`config.mk`:
```
export PLATFORM = sky130hd
export DESIGN_NAME = tsc_device_flat
export DESIGN_NICKNAME = d
export VERILOG_FILES = /design/src/hdl/tsc_pkg.sv /design/src/hdl/tsc_link_if.sv /design/src/hdl/tsc_device.sv /design/src/flat_wrapper.sv
export VERILOG_INCLUDE_DIRS = /design/src /design/src/hdl
export SDC_FILE = /design/constraint.sdc
export NUM_CORES = 1
export LEC_CHECK = 0
export BUFFER_PORTS_ARGS = -buffer_cell sky130_fd_sc_hd__buf_4
export CORE_ASPECT_RATIO = 1.75
export CORE_MARGIN = 1.5
export CORE_UTILIZATION = 42
export DETAILED_ROUTE_END_ITERATION = 10
export PLACE_DENSITY = 0.62
export SYNTH_ARGS = -nofsm -noshare
export SYNTH_HDL_FRONTEND = slang
export SYNTH_SLANG_ARGS = --single-unit
```
`constraint.sdc`:
```
create_clock -name pclk -period 2.8 [get_ports pclk]
set_clock_uncertainty 0.2 [all_clocks]
set_input_delay 0.84 -clock pclk [delete_from_list [all_inputs] [get_ports pclk]]
set_output_delay 0.84 -clock pclk [all_outputs]
set_load 0.01 [all_outputs]
```
`src/hdl/tsc_consts.svh`:
```
// tsc_consts.svh: timing counts, field positions and codes of the touch converter serial link
// assumes: included by the package and by the bench; holds definitions only
`ifndef TSC_CONSTS_SVH
`define TSC_CONSTS_SVH

// control word field positions
`define TSC_BIT_START 7
`define TSC_CH_HI 6
`define TSC_CH_LO 4
`define TSC_BIT_MODE 3
`define TSC_BIT_REF 2
`define TSC_PD_HI 1
`define TSC_PD_LO 0
// power-down codes
`define TSC_PD_AUTO_PEN 2'h0
`define TSC_PD_AUTO 2'h1
`define TSC_PD_RSVD 2'h2
`define TSC_PD_ON 2'h3
// frame counts in serial clocks
`define TSC_WORD_BITS 4'h8
`define TSC_ACQ_AT 4'h5
`define TSC_RES12 4'hc
`define TSC_RES8 4'h8
`define TSC_FRAME_CLKS 5'h18
// apb register offsets of the host controller
`define TSC_REG_CTRL 12'h000
`define TSC_REG_STAT 12'h004
`define TSC_REG_DATA 12'h008
`define TSC_REG_DIV 12'h00c
// status bits
`define TSC_ST_BUSY 0
`define TSC_ST_DONE 1
// default half period of the generated serial clock, pclk cycles
`define TSC_DIV_RST 8'h10

`endif

```
`src/hdl/tsc_pkg.sv`:
```
// tsc_pkg.sv: shared types of the touch converter serial link
// assumes: tsc_consts.svh on the include path
`include "tsc_consts.svh"

package tsc_pkg;
    // one-hot device phase
    typedef enum logic [3:0] {
        TSC_IDLE = 4'h1,
        TSC_WORD = 4'h2,
        TSC_CONV = 4'h4,
        TSC_TAIL = 4'h8
    } tsc_phase_t;
    // one-hot host phase
    typedef enum logic [2:0] {
        TSC_H_IDLE = 3'h1,
        TSC_H_RUN = 3'h2,
        TSC_H_END = 3'h4
    } tsc_hphase_t;
endpackage : tsc_pkg

```
`src/hdl/tsc_link_if.sv`:
```
// tsc_link_if.sv: serial pins between host controller and touch converter
// assumes: the bench ties both ends' clock and checks high impedance via the enables
`timescale 1ns/1ps

interface tsc_link_if;
    logic serial_clock_in; // serial clock from host
    logic cs_n; // chip select, active low
    logic din; // control bits to device
    logic dout; // result bits from device
    logic dout_oe; // device drives dout
    logic busy; // conversion busy
    logic busy_oe; // device drives busy
    modport dev (input serial_clock_in, input cs_n, input din, output dout, output dout_oe,
                 output busy, output busy_oe);
    modport host (output serial_clock_in, output cs_n, output din, input dout, input dout_oe,
                  input busy, input busy_oe);
endinterface : tsc_link_if

```
`src/hdl/tsc_device.sv`:
```
// tsc_device.sv: device end, control word capture and conversion sequencing
// assumes: link pins arrive asynchronously to pclk and are synchronised here; the analog
// result arrives on sample_code, captured at hold
//
// Function
// RULE_01: conversion frame is three eight-clock transfers
// RULE_02: host sends control word msb first
// RULE_03: acquire after mux bits, hold after word
// RULE_04: twelve conversion clocks, thirteenth bit, trailing lows
// RULE_05: ratiometric keeps switches on during conversion
// RULE_06: ignore input until high start bit
// RULE_07: decode start, channel, mode, reference, power-down
// RULE_08: mode bit low twelve, high eight
// RULE_09: reference bit high single-ended, low differential
// RULE_10: new word every 15th or 11th clock
// RULE_11: code 00 power-down, pen on, corner on
// RULE_12: code 01 power-down, pen off, corner off
// RULE_13: host never programs reserved code 10
// RULE_14: code 11 always powered, pen off
// RULE_15: wake instantly at conversion start
// RULE_16: next word overlaps result, sixteen clocks
// RULE_17: host finishes conversion within 1.6 ms
// RULE_18: stay powered while conversion suspended
// RULE_19: sample rising edge, update after falling
// RULE_20: chip select high floats outputs, ignores clock
// RULE_21: result is straight binary
// RULE_22: result msb first after word
// RULE_23: eight-bit mode ends four clocks earlier
`timescale 1ns/1ps

module tsc_device
    import tsc_pkg::*;
#(
    parameter int RES_W = 12 // converter resolution
) (
    // system
    input wire logic pclk,
    input wire logic presetn,
    // link
    tsc_link_if.dev link,
    // analog side
    input wire logic [RES_W-1:0] sample_code,
    output logic [2:0] channel_select,
    output logic reference_mode_select,
    output logic switches_on,
    output logic lower_right_switch,
    output logic pen_enable,
    output logic powered,
    output logic sample_hold,
    output logic [7:0] conversion_control_word
);

    // whole state of the end
    typedef struct packed {
        logic [1:0] sck_s; // serial clock synchroniser
        logic sck_d; // last synchronised clock
        logic [1:0] cs_s; // chip select synchroniser
        logic [1:0] din_s; // data synchroniser
        tsc_phase_t ph; // phase
        logic [3:0] cnt; // clocks in current phase
        logic [7:0] sh; // incoming word shift
        logic [7:0] word; // active control word
        logic [RES_W-1:0] res; // result shift
        logic [3:0] nbits; // result bits left
        logic dout; // serial output
        logic dout_oe;
        logic busy;
        logic busy_oe;
        logic sw; // panel switches
        logic hold; // sample held
        logic pwr; // analog powered
        logic lr; // corner switch
        logic pen; // pen interrupt enabled
    } tsc_dev_t;

    tsc_dev_t s;
    tsc_dev_t next_s;

    logic rise; // rising serial clock seen
    logic fall; // falling serial clock seen
    logic sel; // chip selected
    logic bit_in; // sampled serial input
    logic [7:0] w; // word as completed this clock

    // next-state logic
    always_comb begin
        next_s = s;
        next_s.sck_s = {s.sck_s[0], link.serial_clock_in};
        next_s.cs_s = {s.cs_s[0], link.cs_n};
        next_s.din_s = {s.din_s[0], link.din};
        next_s.sck_d = s.sck_s[1];
        sel = ~s.cs_s[1];
        rise = sel & s.sck_s[1] & ~s.sck_d; // RULE_20
        fall = sel & ~s.sck_s[1] & s.sck_d;
        bit_in = s.din_s[1];
        w = {s.sh[6:0], bit_in};
        // chip select gates the pins
        next_s.dout_oe = sel; // RULE_20
        next_s.busy_oe = sel;
        if (rise) begin
            // sample input on rising edge
            case (s.ph)
                TSC_WORD: begin
                    next_s.sh = w; // RULE_02
                    next_s.cnt = s.cnt + 4'h1;
                    if (s.cnt + 4'h1 == `TSC_ACQ_AT) begin
                        // mux bits known: acquire
                        next_s.hold = 1'b0; // RULE_03
                        next_s.sw = 1'b1;
                        next_s.pwr = 1'b1; // RULE_15
                        next_s.word[`TSC_BIT_START:`TSC_BIT_MODE] = w[4:0];
                    end
                    if (s.cnt + 4'h1 == `TSC_WORD_BITS) begin
                        // word complete: hold and convert
                        next_s.word = w; // RULE_07
                        next_s.hold = 1'b1; // RULE_03
                        next_s.sw = ~w[`TSC_BIT_REF]; // RULE_05 RULE_09
                        next_s.res = sample_code; // RULE_21
                        next_s.nbits = w[`TSC_BIT_MODE] ? `TSC_RES8 : `TSC_RES12; // RULE_08 RULE_23
                        next_s.ph = TSC_CONV;
                        next_s.cnt = 4'h0;
                    end
                end
                TSC_CONV, TSC_TAIL, TSC_IDLE: begin
                    // a high bit here starts the next word
                    if (bit_in) begin // RULE_06 RULE_10 RULE_16
                        next_s.ph = TSC_WORD;
                        next_s.sh = 8'h01;
                        next_s.cnt = 4'h1;
                    end
                end
                default: next_s.ph = TSC_IDLE;
            endcase
        end
        if (fall) begin
            // update output after falling edge
            if (s.ph == TSC_CONV && s.cnt == 4'h0) begin
                // busy for the clock after the word; the msb follows on the next fall
                next_s.busy = 1'b1;
                next_s.cnt = 4'h1;
                next_s.dout = 1'b0; // RULE_04
            end else if (s.nbits != 4'h0) begin
                next_s.dout = s.res[RES_W-1]; // RULE_19 RULE_22
                next_s.res = {s.res[RES_W-2:0], 1'b0};
                next_s.nbits = s.nbits - 4'h1;
                next_s.busy = 1'b0;
            end else begin
                next_s.dout = 1'b0; // RULE_04
                if (s.hold) begin
                    // conversion done, apply power-down code
                    next_s.hold = 1'b0;
                    next_s.sw = 1'b0;
                    case (s.word[`TSC_PD_HI:`TSC_PD_LO])
                        `TSC_PD_AUTO_PEN: begin
                            next_s.pwr = 1'b0; // RULE_11
                            next_s.lr = 1'b1;
                            next_s.pen = 1'b1;
                        end
                        `TSC_PD_AUTO: begin
                            next_s.pwr = 1'b0; // RULE_12
                            next_s.lr = 1'b0;
                            next_s.pen = 1'b0;
                        end
                        default: begin
                            next_s.pwr = 1'b1; // RULE_14
                            next_s.lr = 1'b0;
                            next_s.pen = 1'b0;
                        end
                    endcase
                end
            end
        end
        if (s.ph == TSC_CONV && s.nbits == 4'h0 && s.cnt != 4'h0) begin
            next_s.ph = TSC_TAIL; // RULE_01
        end
        // powered stays on while suspended mid conversion
        if (next_s.hold) begin
            next_s.pwr = 1'b1; // RULE_18
        end
    end

    // state register
    always_ff @(posedge pclk or negedge presetn) begin
        if (!presetn) begin
            s <= '{sck_s: 2'h0, sck_d: 1'b0, cs_s: 2'h3, din_s: 2'h0, ph: TSC_IDLE, cnt: 4'h0,
                   sh: 8'h00, word: 8'h00, res: '0, nbits: 4'h0, dout: 1'b0, dout_oe: 1'b0,
                   busy: 1'b0, busy_oe: 1'b0, sw: 1'b0, hold: 1'b0, pwr: 1'b0, lr: 1'b1,
                   pen: 1'b1};
        end else begin
            s <= next_s;
        end
    end

    // pin and analog outputs, all from flops
    assign link.dout = s.dout;
    assign link.dout_oe = s.dout_oe;
    assign link.busy = s.busy;
    assign link.busy_oe = s.busy_oe;
    assign channel_select = s.word[`TSC_CH_HI:`TSC_CH_LO];
    assign reference_mode_select = s.word[`TSC_BIT_REF];
    assign switches_on = s.sw;
    assign lower_right_switch = s.lr;
    assign pen_enable = s.pen;
    assign powered = s.pwr;
    assign sample_hold = s.hold;
    assign conversion_control_word = s.word;

endmodule : tsc_device

```
`src/flat_wrapper.sv`:
```
// flat-port wrapper written by rule: the top's interface ports become plain ports
module tsc_device_flat import tsc_pkg::*;
#(
    parameter int RES_W = 12                        
)
  (pclk, presetn, sample_code, channel_select, reference_mode_select, switches_on, lower_right_switch, pen_enable, powered, sample_hold, conversion_control_word, link_serial_clock_in, link_cs_n, link_din, link_dout, link_dout_oe, link_busy, link_busy_oe);
  tsc_link_if link_i ();
  input wire logic pclk;
  input wire logic presetn;
  input wire logic [RES_W-1:0] sample_code;
  output logic [2:0] channel_select;
  output logic reference_mode_select;
  output logic switches_on;
  output logic lower_right_switch;
  output logic pen_enable;
  output logic powered;
  output logic sample_hold;
  output logic [7:0] conversion_control_word;
  input wire logic [$bits(link_i.serial_clock_in)-1:0] link_serial_clock_in;
  input wire logic [$bits(link_i.cs_n)-1:0] link_cs_n;
  input wire logic [$bits(link_i.din)-1:0] link_din;
  output wire logic [$bits(link_i.dout)-1:0] link_dout;
  output wire logic [$bits(link_i.dout_oe)-1:0] link_dout_oe;
  output wire logic [$bits(link_i.busy)-1:0] link_busy;
  output wire logic [$bits(link_i.busy_oe)-1:0] link_busy_oe;
  assign link_i.serial_clock_in = link_serial_clock_in;
  assign link_i.cs_n = link_cs_n;
  assign link_i.din = link_din;
  assign link_dout = link_i.dout;
  assign link_dout_oe = link_i.dout_oe;
  assign link_busy = link_i.busy;
  assign link_busy_oe = link_i.busy_oe;
  tsc_device #(.RES_W(RES_W)) u_core (.pclk(pclk), .presetn(presetn), .link(link_i), .sample_code(sample_code), .channel_select(channel_select), .reference_mode_select(reference_mode_select), .switches_on(switches_on), .lower_right_switch(lower_right_switch), .pen_enable(pen_enable), .powered(powered), .sample_hold(sample_hold), .conversion_control_word(conversion_control_word));
endmodule
```
==> results.md, run 1 <==
- Post-CTS Hold Buffers: 0
- Skew-Pair Late Insertion Delay: 0.31 ns
- GR peak layer: met2
- Crit share post-route: 87.5%
- Fmax: 408 MHz
- Max_cap viols: 0
- Final Non-Filler Cells: 342
- CTS Sinks: 53
- Hold WS: 0.157 ns
- Worst Hold Class: flop to flop
- Global router's overall resource usage: 16.5%
- Design area: 0.00293 sq mm
- H-tree depth: 2
- # diodes: 0
- Worst Path Arrival: 2.43 ns
- Critical path class: flop to flop
- Status: complete, no violations
- Seq cells post-synth: 53
- CP required: 2.78 ns
- Post-DP HPWL: 3.53 mm
- Cells after Synth: 239
- First-pass iteration count of the detailed router: 4
- Num rows: 37
- GPL Wtd Cong: 0.896
- Number of enable flip-flop cells after synthesis: 0
- Ys flop type: dfrtp_1
- Slowest-stage cell, CP: a211oi_1
- Initial antenna violation count: 0
- Grt met3 use: 2.83%
- 1st-iter DRT viols: 100
- Top post-synthesis cells by area: dfrtp_1 (48%), mux2i_1 (5.0%), nand2_1 (4.7%)
- Share of cells above drive strength 1: 26.9%
- Global route total overflow: 0
- Area share of the largest cell type after synthesis: 47.5%
- Post-cts sizing count: 0
- Final hold viol count: 0
- Critical Path Start Type: flop
- Slew headroom: 57.0%
- LEAKAGE: 1.29 nW
- Final net count: 283
- Filler Cell Count: 597
- Most frequent cell after synthesis: dfrtp_1
- Setup TNS Final: 0 ns
- Core area: 0.00593 sq mm
- DRC errors left: 0
- Largest area contributor in the netlist: dfrtp_1
- CTS tree: done
- CTS Buffer Depth: 2
- Yosys warns: 0
- Placement Cell Area: 0.00282 sq mm
- Max Transition Viols Final: 0
- Post-Syn Area: 0.00258 sq mm
- Sequential area share after synthesis: 51.6%
- Core Util, Final: 49.5%
- Wirelength per Cell: 14.9 um
- Final period demand of the worst path: 2.45 ns
- Slew @ Worst Pin: 0.645 ns
- IO Port Bufs: 37
- Maximum vdd drop: 365 uV
- Area Growth Syn to Fin: 13.6%
- Global-route wire length before repair: 8.73 mm
- Ys async rst share: 100%
- Syn_nets: 259
- Chip Height: 107 um
- Crit path buffers/inverters: 2
- Via count: 1,828
- Cell Chain, Critical Path: buf_4 -> ha_1 -> inv_1 -> a211oi_1 -> and2_4 -> mux2i_1 -> o21ai_2
- Post-CTS setup buffer count: 0
- WL final: 5.09 mm
- Synth unique cells: 48
- Clock-pin slew on the worst setup and hold paths: 0.10 ns
- Die ar.: 0.00664 sq mm
- Routed vias/inst: 5.35
- Vias in the first global route: 1,860
- Worst Setup End Kind: flop
- I/O pin cnt: 38
- Cell area power density: 579 mW/mm^2
- CTS Buf Count: 5
- M1 GR Usage: 19.3%
- Initial core utilization: 43.6%
- Antenna-violating nets left: 0
- Chip Width: 62.3 um
- Worst Path Max Fanout: 21
- Critical path's largest stage delay: 0.47 ns
- Setup-failing EPs final: 0
- Largest net degree at the start of global routing: 54
- Met2 Use GR: 30.0%
- DP Cell Count: 334
- Crit-path leading delay family: compound AO/OA/AOI/OAI gates
- Unrepaired setup endpoints after global routing: no
- Mean Syn Cell Area: 10.8 sq um
- Root Driver: clkbuf_8
- Top cells by count, synth: dfrtp_1 (49), nand2_1 (32), buf_4 (13), mux2i_1 (13), nand2b_1 (12)
[report_power, final]
group	internal, W	total, W	switching, W
clock network	0.000268	0.000530	0.000261
logic	0.000134	0.000298	0.000164
registers	0.000813	0.000869	0.0000563
total	0.00122	0.00170	0.000482
[worst paths after layout]
check                                   from            end  slack, ns  cells past startpoint
min in group asynchronous            presetn   u_core.s[15]       0.34                      1
max reg2reg                     u_core.s[42]   u_core.s[22]       0.35                      7
max                             u_core.s[42]   u_core.s[22]       0.35                      7
min                        u_core.next_s[50]  u_core.bit_in       0.16                      0
max in group asynchronous            presetn   u_core.s[46]       1.62                      1
min reg2reg                u_core.next_s[50]  u_core.bit_in       0.16                      0
[placed cells by master (no fill, tap or decap), types with 2 or more instances in the layout]
cell type,Yosys,routed
dfrtp_1,49,49
buf_4,13,40
nand2_1,32,32
mux2i_1,13,13
nand2b_1,12,12
o21ai_0,11,11
inv_1,9,9
o21ai_1,8,8
a21oi_1,8,8
a22o_1,7,7
nand3b_1,5,5
nand3_1,5,5
o221a_2,5,5
clkbuf_8,0,5
o21ai_2,4,4
dfstp_2,4,4
nor3b_1,3,3
nor2_1,3,3
a211oi_1,3,3
nor3_1,3,3
ha_1,3,3
or3b_2,2,2
xor2_1,2,2
o22ai_1,2,2
o211a_1,2,2
o31ai_1,2,2
[state kept, by name, indices dropped and copies added (netlist names)]
signal,count
u_core.bit_in,1
u_core.link.busy,1
u_core.lower_right_switch,1
u_core.powered,1
u_core.link.dout_oe,1
u_core.sample_hold,1
u_core.s,33
u_core.link.dout,1
u_core.switches_on,1
u_core.next_s,4
u_core.conversion_control_word,8
[cell type report]
| cell class | count | area (sq um) | area share (%) |
|---|---|---|---|
| clock buffer | 5 | 68.8 | 2.35 |
| sequential | 53 | 1330 | 45.4 |
| tap | 78 | 97.6 | 3.33 |
| clock inverter | 3 | 43.8 | 1.49 |
| multi-input combinational | 154 | 1060 | 36.0 |
| inverter | 9 | 33.8 | 1.15 |
| timing repair buffer | 40 | 300 | 10.2 |
[worst reg2reg max path, cell delays in order, from the launching register on]
cell and delay [ns]:
dfrtp_1 0.36, buf_4 0.14, ha_1 0.27, inv_1 0.11, a211oi_1 0.47, and2_4 0.44
mux2i_1 0.27, o21ai_2 0.06
[cell families after synthesis]
family                   share of synthesized area, %
flip-flops                                       51.6
AO/OA/AOI/OAI                                    16.9
AND/OR/NAND/NOR                                  16.6
XOR/XNOR                                        0.679
buffers and inverters                            7.76
multiplexers                                     5.04
adder cells (fa/ha/maj)                          1.45
[stage by stage]
step                      worst slack, ns  total power, W
after detailed placement            0.166         0.00118
after CTS                           0.138         0.00172
final                               0.350         0.00170
after global routing                0.173         0.00179
after global placement              0.246         0.00118
after floorplan                     0.672         0.00107
[layer usage]
metal  vias up  routed length (um)
met4         0                  90
met3         7                 150
met2        34                2750
met1       904                2090
met5         -                   0
li1        883                   -
No activity file was read; power rests on OpenSTA's default activity.
==> inputs of run 2 (changes only) <==
- clock period: 2.8 -> 2.48 ns (I/O delays scaled with it)
==> run 2 against run 1 <==
Against the previous run:
- sequential power grew 16%
- worst setup slack lost 0.17 ns
- sequential share of layout area shrank 0.097 points
- utilization up 0.11 points
- critical path depth is 2 lower
- hold slack got worse by 0.00066 ns
- critical path type unchanged
- largest cell class unchanged
==> results.md, run 2 (synthesized netlist as in run 1, its figures left out) <==
- Max_cap viols: 0
- Psw: 0.000520 W
- Routed vias/inst: 5.25
- Net switching fraction of the power: 29.1%
- Hold path start: u_core.next_s[50]
- LEAKAGE: 1.29 nW
- CTS Sinks: 53
- Design area: 0.00294 sq mm
- IO Port Bufs: 37
- Setup-failing EPs final: 0
- Initial antenna violation count: 0
- Final net count: 287
- Post-cts sizing count: 0
- Commonest non-fill, non-tap cell in the layout: dfrtp_1
- Post-CTS setup buffer count: 0
- Critical Path Start Type: flop
- WL final: 4.94 mm
- Post-CTS Hold Buffers: 0
- Core area: 0.00593 sq mm
- R2R cell count: 5
- Critical path class: flop to flop
- Worst Setup End Kind: flop
- Status: complete, no violations
- Unrepaired setup endpoints after global routing: no
- Worst Path Max Fanout: 21
- Area Growth Syn to Fin: 13.9%
- Final hold viol count: 0
- 1st-iter DRT viols: 69
- Setup TNS Final: 0 ns
- Hold WS: 0.156 ns
- Seq pwr share: 56.3%
- Fmax: 435 MHz
- I/O pin cnt: 38
- Cell area power density: 608 mW/mm^2
- Placement Cell Area: 0.00286 sq mm
- Reg2Reg Setup Slack: 0.18 ns
- Antenna-violating nets left: 0
- Internal power: 0.00127 W
- Post-DP HPWL: 3.51 mm
- Max Transition Viols Final: 0
- Clock-pin slew on the worst setup and hold paths: 0.09 ns
- Filler Cell Count: 605
- Max reg flops: 33
- Vias in the first global route: 1,821
- DRC errors left: 0
- Largest net degree at the start of global routing: 54
- Share of cells above drive strength 1: 27.2%
- CTS Buf Count: 5
- Global router's overall resource usage: 16.3%
- Worst Path Arrival: 2.30 ns
- Hold depth: 0
- Most flops, register: u_core.s
- First-pass iteration count of the detailed router: 4
- Wirelength per Cell: 14.3 um
- GPL Wtd Cong: 0.839
- Initial core utilization: 43.6%
- Skew-Pair Late Insertion Delay: 0.30 ns
- Slew headroom: 57.0%
- DP Cell Count: 338
- Final Non-Filler Cells: 346
- Root Driver: clkbuf_8
- Crit share post-route: 92.8%
- CP required: 2.48 ns
- Worst Hold Class: flop to flop
- Reg-to-reg critical path startpoint: u_core.s[46]
- Maximum vdd drop: 368 uV
- Commonest non-fill, non-tap cells in the layout: dfrtp_1 (49), buf_4 (43), nand2_1 (32)
- Comb pwr share: 17.3%
- CTS tree: done
- WHS Endpoint: u_core.bit_in
- # diodes: 0
- H-tree depth: 2
- Num rows: 37
- Critical Path Source: u_core.s[46]
- CTS Buffer Depth: 2
- Final period demand of the worst path: 2.30 ns
- Via count: 1,818
- Slew @ Worst Pin: 0.645 ns
- Clk network pwr share: 26.3%
- Global-route wire length before repair: 8.74 mm
- Chip Height: 107 um
- Chip Width: 62.3 um
- Die ar.: 0.00664 sq mm
- FF-to-FF End: u_core.s[19]
- Global route total overflow: 0
## run 2: through the flow
stage	power, W	setup WS, ns	util (%)
final	0.00179	0.180	49.6
after global routing	0.00189	0.0600	49.6
after CTS	0.00180	0.179	49.6
after detailed placement	0.00133	0.182	48.2
after global placement	0.00133	0.249	48.2
after floorplan	0.00121	0.352	-
## run 2: how the worst max path moves through the flow
stage / slack, ns / depth (start not counted) / end
final: 0.18 / 5 / u_core.s[19]
after global routing: 0.06 / 7 / u_core.s[10]
after CTS: 0.18 / 5 / u_core.s[19]
after detailed placement: 0.18 / 5 / u_core.s[19]
after global placement: 0.25 / 5 / u_core.s[20]
after floorplan: 0.35 / 9 / u_core.s[14]
## run 2: area by class of cell
cell class / count / area (sq um) / area share, %
multi-input cells: 154 / 1050 / 35.8
inverters: 9 / 33.8 / 1.15
clock buffers: 7 / 76.3 / 2.60
flip-flops and latches: 53 / 1330 / 45.3
well taps: 78 / 97.6 / 3.32
clock inverters: 1 / 5.00 / 0.170
repair buffers: 44 / 343 / 11.7
## run 2: worst max-delay path, stage by stage, from the launching register on
cell,delay (ns)
dfrtp_1,0.53
or4b_4,0.56
nor2_8,0.19
and2_4,0.36
mux2i_1,0.28
o21ai_2,0.07
## run 2: metal layers
metal | share of wire [%] | up-vias | track usage (%)
met1 | 42 | 889 | 19.7
met2 | 53 | 33 | 29.7
met3 | 2.9 | 6 | 2.62
li1 | - | 890 | -
met4 | 1.4 | 0 | 5.40
met5 | 0 | - | 0
## run 2: power by group through the flow
stage | clock, W | sequential [W] | combinational (W)
after floorplan | 0 | 0.000971 | 0.000241
after global placement | 0 | 0.00102 | 0.000311
after detailed placement | 0 | 0.00102 | 0.000313
after CTS | 0.000487 | 0.00100 | 0.000314
after global routing | 0.000523 | 0.00102 | 0.000352
final | 0.000471 | 0.00101 | 0.000310
==> inputs of run 3 (changes only) <==
- RECOVER_POWER: not set -> 100
==> run 3 against run 2 <==
Against the previous run:
- sequential share of layout area grew 1.3 points
- total power shrank 0.77%
- count of clock-buffer cells in the layout is the same
- hold slack is essentially flat
- combinational power shrank 3%
- via count grew 0.28%
- utilization shrank 1.4 points
- design area shrank 2.8%
- highest routed layer unchanged
==> results.md, run 3 (synthesized netlist as in run 1, its figures left out) <==
- Global route total overflow: 0
- Worst Setup End Kind: flop
- Status: complete, no violations
- Clock-pin slew on the worst setup and hold paths: 0.09 ns
- Wirelength per Cell: 14.3 um
- Root Driver: clkbuf_8
- Net switching fraction of the power: 29.3%
- Worst Path Arrival: 2.30 ns
- CTS Buf Count: 5
- Max_cap viols: 0
- Initial antenna violation count: 0
- R2R cell count: 5
- Via count: 1,823
- Hold depth: 0
- Cell area power density: 620 mW/mm^2
- Post-DP HPWL: 3.51 mm
- Skew-Pair Late Insertion Delay: 0.30 ns
- Max reg flops: 33
- Final Total Pwr: 0.00177 W
- Hold path start: u_core.next_s[50]
- Final hold viol count: 0
- Clk network pwr share: 26.5%
- Chip Width: 62.3 um
- Final net count: 287
- Slew headroom: 15.8%
- Vias in the first global route: 1,821
- First-pass iteration count of the detailed router: 4
- Commonest non-fill, non-tap cells in the layout: dfrtp_1 (49), nand2_1 (32), clkbuf_1 (22)
- Slew @ Worst Pin: 1.26 ns
- H-tree depth: 2
- Commonest non-fill, non-tap cell in the layout: dfrtp_1
- Post-CTS Hold Buffers: 0
- LEAKAGE: 1.21 nW
- Global router's overall resource usage: 16.3%
- Placement Cell Area: 0.00286 sq mm
- Post-cts sizing count: 0
- Internal power: 0.00125 W
- Antenna-violating nets left: 0
- Maximum vdd drop: 361 uV
- Comb pwr share: 16.9%
- Global-route wire length before repair: 8.74 mm
- Critical Path Start Type: flop
- Worst Hold Class: flop to flop
- Seq pwr share: 56.6%
- I/O pin cnt: 38
- Critical path class: flop to flop
- Most flops, register: u_core.s
- Share of cells above drive strength 1: 18.3%
- Routed vias/inst: 5.27
- IO Port Bufs: 37
- FF-to-FF End: u_core.s[19]
- WHS Endpoint: u_core.bit_in
- 1st-iter DRT viols: 90
- Fmax: 435 MHz
- WL final: 4.95 mm
- Psw: 0.000520 W
- Largest net degree at the start of global routing: 54
- Design area: 0.00286 sq mm
- CTS Sinks: 53
- DRC errors left: 0
- Initial core utilization: 43.6%
- Setup TNS Final: 0 ns
- CTS Buffer Depth: 2
- Critical path's largest stage delay: 0.56 ns
- Final period demand of the worst path: 2.30 ns
- Filler Cell Count: 624
- Worst Path Max Fanout: 21
- GPL Wtd Cong: 0.839
- CTS tree: done
- # diodes: 0
- Chip Height: 107 um
- Setup-failing EPs final: 0
- Cell Chain, Critical Path: or4b_4 -> nor2_8 -> and2_4 -> mux2i_1 -> o21ai_2
- Area Growth Syn to Fin: 10.7%
- Unrepaired setup endpoints after global routing: no
- Reg-to-reg critical path startpoint: u_core.s[46]
- Core area: 0.00593 sq mm
- CP required: 2.48 ns
- Post-CTS setup buffer count: 0
- Max Transition Viols Final: 0
- Crit share post-route: 92.6%
- Reg2Reg Setup Slack: 0.18 ns
- Num rows: 37
- Die ar.: 0.00664 sq mm
- Slowest-stage cell, CP: or4b_4
-- run 3: changes by cell type in the layout (fill, tap and decap cells not counted), moves of 3 or more --
cell / before / now
clkbuf_4: 0 / 3
dfstp_2: 4 / 1
buf_4: 43 / 19
o21ai_0: 11 / 19
clkbuf_1: 2 / 22
dfstp_1: 0 / 3
o21ai_1: 8 / 1
-- run 3: per-layer routing --
metal  vias to the layer above  global-route usage, %  routed length [um]
met1                       889                   19.7                2090
met2                        37                   29.7                2630
met3                         8                   2.62                 146
li1                        889                      -                   -
met4                         0                   5.40                  78
met5                         -                      0                   0
-- run 3: worst max-delay path: cells and delay by family, from the launching register on --
kind	cells	cell delay [ns]
mux	1	0.28
flops	1	0.54
simple gates	3	1.11
compound gates	1	0.07
-- run 3: worst max-delay path by stage --
stage,depth (start not counted),end,slack [ns],start
after detailed placement,5,u_core.s[19],0.18,u_core.s[47]
after global routing,7,u_core.s[10],0.07,u_core.s[41]
final,5,u_core.s[19],0.18,u_core.s[46]
after global placement,5,u_core.s[20],0.25,u_core.s[47]
after floorplan,9,u_core.s[14],0.35,u_core.s[41]
after CTS,5,u_core.s[19],0.18,u_core.s[46]
-- run 3: area by class of cell --
class,count,area [sq um],share of cell area (%)
Sequential cell,53,1330,46.6
Multi-Input combinational cell,154,1050,36.7
Timing Repair Buffer,44,265,9.28
Tap cell,78,97.6,3.42
Clock buffer,7,76.3,2.67
Inverter,9,33.8,1.18
Clock inverter,1,5.00,0.175
-- run 3: through the flow --
step | util (%) | cells | hold slack (ns) | setup slack [ns]
after floorplan | - | 239 | 0.131 | 0.352
after global placement | 48.2 | 338 | 0.134 | 0.249
after detailed placement | 48.2 | 338 | 0.139 | 0.182
after CTS | 49.6 | 346 | 0.161 | 0.179
after global routing | 48.2 | 346 | 0.170 | 0.0693
final | 48.2 | 346 | 0.156 | 0.183
-- run 3: power by group through the flow --
stage | Clock, W | Sequential [W] | Combinational [W]
3_3_place_gp | 0 | 0.00102 | 0.000311
4_1_cts | 0.000487 | 0.00100 | 0.000314
6_report | 0.000469 | 0.00100 | 0.000300
5_1_grt | 0.000523 | 0.00101 | 0.000342
2_1_floorplan | 0 | 0.000971 | 0.000241
3_5_place_dp | 0 | 0.00102 | 0.000313
